===== config.mk =====
export PLATFORM = sky130hd
export DESIGN_NAME = rx_stream_framer
export DESIGN_NICKNAME = d
export VERILOG_FILES = /design/src/pkg/rx_frame_pkg.sv /design/src/rx_beat_holder.sv /design/src/rx_stream_framer.sv
export SDC_FILE = /design/constraint.sdc
export NUM_CORES = 1
export LEC_CHECK = 0
export BUFFER_PORTS_ARGS = -buffer_cell sky130_fd_sc_hd__buf_4
export CAP_MARGIN = 40
export CORE_ASPECT_RATIO = 2
export CORE_MARGIN = 10
export CORE_UTILIZATION = 52
export CTS_CLUSTER_DIAMETER = 50
export DETAILED_ROUTE_END_ITERATION = 8
export PLACE_DENSITY_LB_ADDON = 0.15
export REMOVE_ABC_BUFFERS = 1
export SLEW_MARGIN = 25
export SYNTH_ARGS = -nofsm -noshare
export SYNTH_HDL_FRONTEND = slang
export SYNTH_SLANG_ARGS = --single-unit

===== constraint.sdc =====
create_clock -name ref_clk_i -period 7.3 [get_ports ref_clk_i]
set_clock_uncertainty 0.15 [all_clocks]
set_input_delay 2.19 -clock ref_clk_i [delete_from_list [all_inputs] [get_ports ref_clk_i]]
set_output_delay 2.19 -clock ref_clk_i [all_outputs]
set_load 0.05 [all_outputs]

===== src/pkg/rx_frame_pkg.sv =====
// Shared constants and carrier types for the receive packet framer
package rx_frame_pkg;

    localparam int DATA_W      = 128;
    localparam int DWORD_W     = 32;
    localparam int LANE_W      = 2;
    localparam int USER_W      = 22;
    localparam int MARK_W      = 5;

    // Sideband field positions
    localparam int START_LO    = 10;
    localparam int START_HI    = 14;
    localparam int END_LO      = 17;
    localparam int END_HI      = 21;

    // Marker encodings
    localparam logic [MARK_W-1:0] MARK_NONE     = 5'h00;
    localparam logic              MARK_PRESENT  = 1'b1;
    localparam logic [1:0]        START_LOW_POS = 2'h0;
    localparam logic [1:0]        END_LOW_POS   = 2'h3;

    // Lane numbers
    localparam logic [LANE_W-1:0] LANE_FIRST    = 2'h0;
    localparam logic [LANE_W-1:0] LANE_UPPER    = 2'h2;
    localparam logic [LANE_W-1:0] LANE_LAST     = 2'h3;

    typedef struct packed {
        logic [DATA_W-1:0] data;
        logic [MARK_W-1:0] start_mark;
        logic [MARK_W-1:0] end_mark;
    } beat_type;

    localparam beat_type BEAT_RESET = '0;

    typedef enum logic [1:0] {
        FILL_IDLE = 2'b00,
        FILL_PKT  = 2'b01,
        FILL_TAIL = 2'b11
    } fill_state_type;

endpackage


===== src/rx_beat_holder.sv =====
// Output register stage holding one stream beat toward the sink
`timescale 1ns/100ps
module rx_beat_holder
    import rx_frame_pkg::*;
(
    input  wire logic              ref_clk_i,
    input  wire logic              srst_i,
    input  wire logic              load_i,
    input  wire beat_type          beat_i,
    output      logic              can_load_o,
    input  wire logic              rx_ready_i,
    output      logic              rx_valid_o,
    output      logic [DATA_W-1:0] rx_data_o,
    output      logic [USER_W-1:0] rx_user_o
);

    typedef struct packed {
        logic     valid;
        beat_type beat;
    } hold_state_type;

    hold_state_type s_q;
    hold_state_type s_d;

    // A beat leaves only on valid and ready together
    assign can_load_o = !s_q.valid || rx_ready_i;

    always_comb begin
        s_d = s_q;
        if (can_load_o) begin
            s_d.valid = load_i;
            s_d.beat  = load_i ? beat_i : BEAT_RESET;
        end
    end

    always_ff @(posedge ref_clk_i) begin
        if (srst_i) begin
            s_q <= '0;
        end else begin
            s_q <= s_d;
        end
    end

    assign rx_valid_o = s_q.valid;
    assign rx_data_o  = s_q.beat.data;
    assign rx_user_o  = {s_q.beat.end_mark, 2'h0, s_q.beat.start_mark, 10'h000};

    property p_hold_stable;
        @(posedge ref_clk_i) disable iff (srst_i)
        rx_valid_o && !rx_ready_i |=> rx_valid_o && $stable(rx_data_o) && $stable(rx_user_o);
    endproperty
    a_hold_stable: assert property (p_hold_stable) else $error("beat changed while stalled");

    property p_start_code;
        @(posedge ref_clk_i) disable iff (srst_i)
        rx_valid_o && rx_user_o[START_HI] |-> rx_user_o[12:10] == 3'h0;
    endproperty
    a_start_code: assert property (p_start_code) else $error("bad start position");

    property p_end_code;
        @(posedge ref_clk_i) disable iff (srst_i)
        rx_valid_o && rx_user_o[END_HI] |-> rx_user_o[18:17] == 2'h3;
    endproperty
    a_end_code: assert property (p_end_code) else $error("bad end position");

    property p_straddle;
        @(posedge ref_clk_i) disable iff (srst_i)
        rx_valid_o && rx_user_o[START_HI] && rx_user_o[END_HI] && rx_user_o[13]
        |-> !rx_user_o[20];
    endproperty
    a_straddle: assert property (p_straddle) else $error("straddle end not in lower half");

    property p_single;
        @(posedge ref_clk_i) disable iff (srst_i)
        rx_valid_o && rx_user_o[START_HI] && rx_user_o[END_HI] && !rx_user_o[13]
        |-> rx_user_o[20];
    endproperty
    a_single: assert property (p_single) else $error("single beat packet too short");

    property p_drop_valid;
        @(posedge ref_clk_i) disable iff (srst_i)
        rx_valid_o && rx_ready_i && !load_i |=> !rx_valid_o;
    endproperty
    a_drop_valid: assert property (p_drop_valid) else $error("valid held with nothing to send");

endmodule


===== src/rx_stream_framer.sv =====
// Receive packet framer: packs dwords into 128-bit beats with start and end markers
`timescale 1ns/100ps
module rx_stream_framer
    import rx_frame_pkg::*;
(
    input  wire logic               ref_clk_i,
    input  wire logic               srst_i,
    input  wire logic               pkt_valid_i,
    input  wire logic [DWORD_W-1:0] pkt_dword_i,
    input  wire logic               pkt_last_i,
    output      logic               pkt_ready_o,
    input  wire logic               rx_ready_i,
    output      logic               rx_valid_o,
    output      logic [DATA_W-1:0]  rx_data_o,
    output      logic [USER_W-1:0]  rx_user_o
);

    typedef struct packed {
        fill_state_type    state;
        logic [LANE_W-1:0] lane;
        logic              done;
        beat_type          beat;
    } fill_reg_type;

    fill_reg_type s_q;
    fill_reg_type s_d;
    logic         can_load;
    logic         move;
    logic         fire;

    function automatic logic [MARK_W-1:0] mark_code(input logic [LANE_W-1:0] lane, input logic [1:0] low);
        mark_code = {MARK_PRESENT, lane, low};
    endfunction

    // Beats are only assembled, never queued: one beat in work plus one in the holder
    assign move        = s_q.done && can_load;
    assign fire        = pkt_valid_i && !s_q.done;
    assign pkt_ready_o = !s_q.done;

    always_comb begin
        logic [LANE_W-1:0] lane_v;
        logic              first_v;
        logic              had_start_v;
        lane_v      = s_q.lane;
        first_v     = (s_q.state != FILL_PKT);
        had_start_v = s_q.beat.start_mark[MARK_W-1];
        s_d         = s_q;
        if (move) begin
            s_d.beat = BEAT_RESET;
            s_d.lane = LANE_FIRST;
            s_d.done = 1'b0;
            if (s_q.state == FILL_TAIL) begin
                s_d.state = FILL_IDLE;
            end
        end else if (fire) begin
            // Starts only on an even dword pair boundary
            if (first_v && lane_v[0]) begin
                lane_v = LANE_UPPER;
            end
            s_d.beat.data[DWORD_W*lane_v +: DWORD_W] = pkt_dword_i;
            if (first_v) begin
                s_d.beat.start_mark = mark_code(lane_v, START_LOW_POS);
            end
            if (pkt_last_i) begin
                s_d.beat.end_mark = mark_code(lane_v, END_LOW_POS);
            end
            s_d.lane = lane_v + 2'h1;
            // Close on full beat, end in upper half, or a second start would be needed
            s_d.done = (lane_v == LANE_LAST) || (pkt_last_i && lane_v[1])
                     || (pkt_last_i && (first_v || had_start_v));
            if (pkt_last_i) begin
                s_d.state = lane_v[1] ? FILL_IDLE : FILL_TAIL;
            end else begin
                s_d.state = FILL_PKT;
            end
        end else if (s_q.state == FILL_TAIL && !s_q.done) begin
            // No straddle partner waiting: send the ending beat now
            s_d.done = 1'b1;
        end
    end

    always_ff @(posedge ref_clk_i) begin
        if (srst_i) begin
            s_q <= '0;
        end else begin
            s_q <= s_d;
        end
    end

    rx_beat_holder u_holder (
        .ref_clk_i  (ref_clk_i),
        .srst_i     (srst_i),
        .load_i     (move),
        .beat_i     (s_q.beat),
        .can_load_o (can_load),
        .rx_ready_i (rx_ready_i),
        .rx_valid_o (rx_valid_o),
        .rx_data_o  (rx_data_o),
        .rx_user_o  (rx_user_o)
    );

    property p_end_mark;
        @(posedge ref_clk_i) disable iff (srst_i)
        fire && pkt_last_i |=> s_q.beat.end_mark[MARK_W-1] && s_q.beat.end_mark[1:0] == END_LOW_POS;
    endproperty
    a_end_mark: assert property (p_end_mark) else $error("last dword not marked as end");

    property p_one_start;
        @(posedge ref_clk_i) disable iff (srst_i)
        fire && s_q.state != FILL_PKT |-> !s_q.beat.start_mark[MARK_W-1];
    endproperty
    a_one_start: assert property (p_one_start) else $error("second start in one beat");

    property p_tail_flush;
        @(posedge ref_clk_i) disable iff (srst_i)
        s_q.state == FILL_TAIL && !s_q.done && !pkt_valid_i |=> s_q.done;
    endproperty
    a_tail_flush: assert property (p_tail_flush) else $error("ending beat not released");

    property p_first_start;
        @(posedge ref_clk_i) disable iff (srst_i)
        fire && s_q.state != FILL_PKT |=> s_q.beat.start_mark[MARK_W-1];
    endproperty
    a_first_start: assert property (p_first_start) else $error("first dword without start flag");

    property p_mid_no_start;
        @(posedge ref_clk_i) disable iff (srst_i)
        fire && s_q.state == FILL_PKT |=> $stable(s_q.beat.start_mark);
    endproperty
    a_mid_no_start: assert property (p_mid_no_start) else $error("start field changed mid packet");

    property p_upper_start;
        @(posedge ref_clk_i) disable iff (srst_i)
        fire && s_q.state == FILL_TAIL |=> s_q.beat.start_mark == {MARK_PRESENT, LANE_UPPER, START_LOW_POS};
    endproperty
    a_upper_start: assert property (p_upper_start) else $error("straddled start not in upper half");

    property p_full_close;
        @(posedge ref_clk_i) disable iff (srst_i)
        fire && s_q.lane == LANE_LAST |=> s_q.done;
    endproperty
    a_full_close: assert property (p_full_close) else $error("full beat not closed");

    property p_upper_end;
        @(posedge ref_clk_i) disable iff (srst_i)
        fire && pkt_last_i && s_q.state == FILL_PKT && s_q.lane[1] |=> s_q.done;
    endproperty
    a_upper_end: assert property (p_upper_end) else $error("upper half end not closed");

    // Holder stalled: the work beat must not move or change
    property p_stall_keep;
        @(posedge ref_clk_i) disable iff (srst_i)
        s_q.done && !can_load |=> s_q.done && $stable(s_q.beat);
    endproperty
    a_stall_keep: assert property (p_stall_keep) else $error("closed beat changed while stalled");

    property p_move_valid;
        @(posedge ref_clk_i) disable iff (srst_i)
        move |=> rx_valid_o && rx_data_o == $past(s_q.beat.data);
    endproperty
    a_move_valid: assert property (p_move_valid) else $error("moved beat not presented");

    property p_move_clear;
        @(posedge ref_clk_i) disable iff (srst_i)
        move |=> !s_q.done && s_q.lane == LANE_FIRST;
    endproperty
    a_move_clear: assert property (p_move_clear) else $error("work beat not reopened");

endmodule


## Word-level counts from Yosys, hierarchy flattened

Index checks and enable logic that the tools add are counted.

| storage, ports and cells | value |
|---|---|
| bits in registers | 280 |
| bits of input ports | 37 |
| output and inout bits | 152 |
| logic and storage cells | 51 |

| operators by class | value |
|---|---|
| $add $sub $neg | 2 |
| equality and inequality tests | 4 |
| shift-type cells | 2 |
| muxes and demuxes | 15 |
| reduce and logical (&&, ||, !) cells | 18 |

Operators by type and width:

| operator | number |
|---|---|
| 2-to-1 mux 138 bit | 2 |
| 2-to-1 mux 143 bit | 1 |
| bitwise mux 128 bit | 1 |
| variable shift 32 x 34 -> 128 bit, first input constant | 1 |
| variable part select 32 x 34 -> 128 bit | 1 |
| negator 7 -> 34 bit | 1 |
| 2-to-1 mux 2 bit | 6 |
| 2-to-1 mux 5 bit | 2 |
| logical AND 1 bit | 6 |
| AND reduction 2 bit | 3 |
| equality test 2 bit, second input constant | 2 |
| logical OR 1 bit | 4 |
| 2-to-1 mux 4 bit | 1 |
| nonzero test 2 bit | 2 |
| adder 2 x 1 -> 2 bit, second input constant | 1 |
| zero test 1 bit | 2 |
| 2-to-1 mux 1 bit | 2 |
| inequality test 2 x 1 -> 1 bit, second input constant | 1 |
| inequality test 2 bit, second input constant | 1 |
| OR reduction 2 bit | 1 |

## Depth between registers and ports, before layout

| logic depth | value |
|---|---|
| depth after elaboration | 10 |
| mapped depth | 10 |
| depth with buffers taken out | 7 |

## By module

From an unflattened synthesis, not the netlist that was laid out.

| unflattened totals | value |
|---|---|
| cells, all modules | 1068 |
| area, all modules | 10102.2 µm² |

By module, submodules not included:

| module | times used | cells an instance | area an instance (µm²) | sequential area each (µm²) |
|---|---|---|---|---|
| rx_beat_holder | 1 | 631 | 5176.2 | 2782.7 |
| rx_stream_framer | 1 | 437 | 4926.0 | 2782.7 |

## Least setup slack after synthesis

No wires, ideal clock.

| timing | value |
|---|---|
| path kind | flip-flop to output port |
| start | register s_q[138] (netlist bit) |
| end | output pkt_ready_o |
| arrival | 0.992 ns |
| data required time | 4.960 ns |
| path slack | 3.968 ns |
| stages on the path, launching flop included | 4 |
| path buffers | 2 |
| cell sequence | dfxtp_1 -> buf_2 -> buf_4 -> inv_1 |

| on the way | value |
|---|---|
| longest elaborated chain between the ends | 1 |

Ends and longest elaborated chain:

| element | RTL line | source |
|---|---|---|
| start: declaration | rx_stream_framer.sv:25 | `fill_reg_type s_q;` |
| start signal: assignment | rx_stream_framer.sv:84 | `s_q <= '0;` |
| start signal: assignment | rx_stream_framer.sv:86 | `s_q <= s_d;` |
| zero test 1 bit | rx_stream_framer.sv:38 | `assign pkt_ready_o = !s_q.done;` |
| end: declaration | rx_stream_framer.sv:11 | `output logic pkt_ready_o,` |

No other way between the ends.

==> flow_summary.json <==
{
  "status": "complete, no violations",
  "overflow": 0,
  "nNetsFinal": 1392,
  "synth.distinct_cells": 36,
  "viasPerCell": 5.644,
  "dieArea_um2": 26180,
  "critical_path.max_fanout": 77,
  "worstMarginPinSlew_ns": 0.9070,
  "grt_util_all_layers_pct": 21.76,
  "fmax_mhz": 231.7,
  "clock_sinks": 274,
  "drive_gt1_share_pct": 17.92,
  "die_w_um": 119.5,
  "cts_root_buffer": "clkbuf_16",
  "boundaryPins": 189,
  "wl_per_cell_um": 18.53,
  "slew_headroom_pct": 39.53,
  "slew_viol_final": 0,
  "drt_wl_total_um": 30150,
  "placement.io_buffers": 174,
  "dp_hpwl_um": 18590,
  "cts.path.max_buffers": 3,
  "grt_max_degree": 86,
  "htree_levels": 1,
  "num-fill-cells": 1807,
  "syn_inst": 1259,
  "grt_first_pass_wirelength_um": 47600,
  "crit_required_ns": 7.51,
  "cp.arrival_ns": 4.53,
  "holdWs_ns": 0.3002,
  "first_pass_iters": 5,
  "synth_edf_count": 0,
  "hold_viol": 0,
  "cts_hold_buffers": 0,
  "initial_core_util_pct": 52.94,
  "drt_iter0_markers": 763,
  "ctsResizeCount": 0,
  "critical_path_class": "in -> reg",
  "finalCritPeriodShare_pct": 59.12,
  "num_rows": 72,
  "maxCapViolCount": 0,
  "synthArstFlopShare_pct": 0,
  "leakage_nw": 4.383,
  "p_per_area_nw_per_um2": 259.3,
  "preCtsSetupSlack_ns": 2.530,
  "post_cts_buffers": 0,
  "antenna_found_initial": 1,
  "design_area_um2": 12380,
  "cts_tree": "done",
  "endpoint_kind": "register",
  "hold_class": "reg -> reg",
  "synth-main-ff-cell": "dfxtp_1",
  "core_area_um2": 19460,
  "vias": 9183,
  "ys.warnings.count": 0,
  "drcViolationCount": 0,
  "syn_area_per_cell_um2": 8.183,
  "ir_worst_vdd_mv": 0.2368,
  "cts_made_buffers": 23,
  "die_h_um": 219.1,
  "antenna_left": 0,
  "place_area_um2": 11450,
  "cts.clk_slew.worst_paths_ns": 0.07,
  "area_growth_pct": 20.15,
  "yosys_register_bits": 274,
  "seq_area_um2": 5489,
  "crit_path_start_kind": "primary input",
  "multi_input_area_um2": 4143,
  "netlist_area_um2": 10300,
  "finalSetupViolations": 0,
  "period_minus_slack_ns": 4.316,
  "insertion_delay_ns": 0.51,
  "fin_ws_ns": 2.984,
  "grt_pass1_vias": 8864,
  "yosysSeqAreaShare_pct": 53.24,
  "gp_congestion": 0.8236,
  "rsz0062_at_grt": "no"
}
-- where the power goes --
part | switching [mW] | total (mW) | internal [mW]
registers | 0.0289 | 1.55 | 1.52
logic | 0.224 | 0.305 | 0.0815
clock network | 0.537 | 1.36 | 0.820
total | 0.790 | 3.21 | 2.42
-- per-layer routing --
layer / vias up / track usage [%] / share of wire (%)
met2: 335 / 39.31 / 53
met5: - / 0 / 0
met4: 0 / 8.205 / 2.9
met3: 47 / 3.703 / 6.6
li1: 4468 / - / -
met1: 4333 / 24.86 / 38
-- stage by stage --
step | util, % | cells | power (mW) | TNS [ns]
6_report | 63.61 | 1627 | 3.210 | 0
2_1_floorplan | - | 1131 | 1.726 | -0.2692
4_1_cts | 63.18 | 1622 | 3.206 | 0
3_3_place_gp | 58.40 | 1576 | 1.854 | 0
5_1_grt | 63.61 | 1627 | 3.308 | 0
3_5_place_dp | 58.85 | 1581 | 1.865 | 0
-- kinds of logic after synthesis --
group           share of synthesized area, %
simple gates                           24.63
fa+ha+maj                             0.4858
compound gates                         14.15
buf+inv                                7.457
other cells                          0.03640
flops                                  53.24
-- worst paths after layout --
kind	startpoint	cells past startpoint	slack, ns	to
worst min register to register	u_holder.rx_data_o[62]$_SDFFE_PP0N_	2	0.30	u_holder.rx_data_o[62]$_SDFFE_PP0N_
worst max register to register	s_q[142]$_SDFFE_PP0P_	7	3.94	register
worst max-delay path	rx_ready_i	5	2.98	register
worst min-delay path	u_holder.rx_data_o[62]$_SDFFE_PP0N_	2	0.30	u_holder.rx_data_o[62]$_SDFFE_PP0N_
-- synth_stat cells (3+ instances only) --
| library cell | count | share of area (%) |
|---|---|---|
| dfxtp_1 | 274 | 53 |
| a21oi_1 | 270 | 13 |
| nand2_1 | 265 | 9.7 |
| nand3_1 | 231 | 11 |
| buf_2 | 56 | 2.7 |
| clkbuf_1 | 45 | 1.6 |
| buf_4 | 32 | 2.3 |
| nand4_1 | 32 | 1.9 |
| buf_6 | 5 | 0.55 |
| nand3b_1 | 5 | 0.36 |
| nor2_1 | 5 | 0.18 |
| ha_1 | 4 | 0.49 |
| and3b_1 | 3 | 0.26 |
| buf_1 | 3 | 0.11 |
| inv_1 | 3 | 0.11 |
| nand2b_1 | 3 | 0.18 |
-- final cells by class --
class	count	area share (%)
sequential	274	44.34
inverter	3	0.09097
tap	259	2.618
clock inverter	7	1.324
timing repair buffer	195	12.67
clock buffer	34	5.469
multi-input combinational	854	33.47
antenna	1	0.02022
-- critical path: stages --
cell      delay (ns)
buf_4           0.10
nand2b_4        0.61
a21o_4          0.75
buf_4           0.65
a21oi_1         0.09
-- cells in the final DEF (no fill, tap or decap), drive strengths merged, types with 3 or more instances in the layout --
cell | netlist | final
nand2 | 265 | 265
nand4 | 32 | 32
conb | 1 | 14
clkbuf | 45 | 34
nor2 | 5 | 5
nand3 | 231 | 231
bufinv | 0 | 5
nand3b | 5 | 5
a21oi | 270 | 270
inv | 3 | 3
and3b | 3 | 3
nand2b | 3 | 3
ha | 4 | 4
buf | 96 | 195
dfxtp | 274 | 274
No activity file was read; power rests on OpenSTA's default activity.
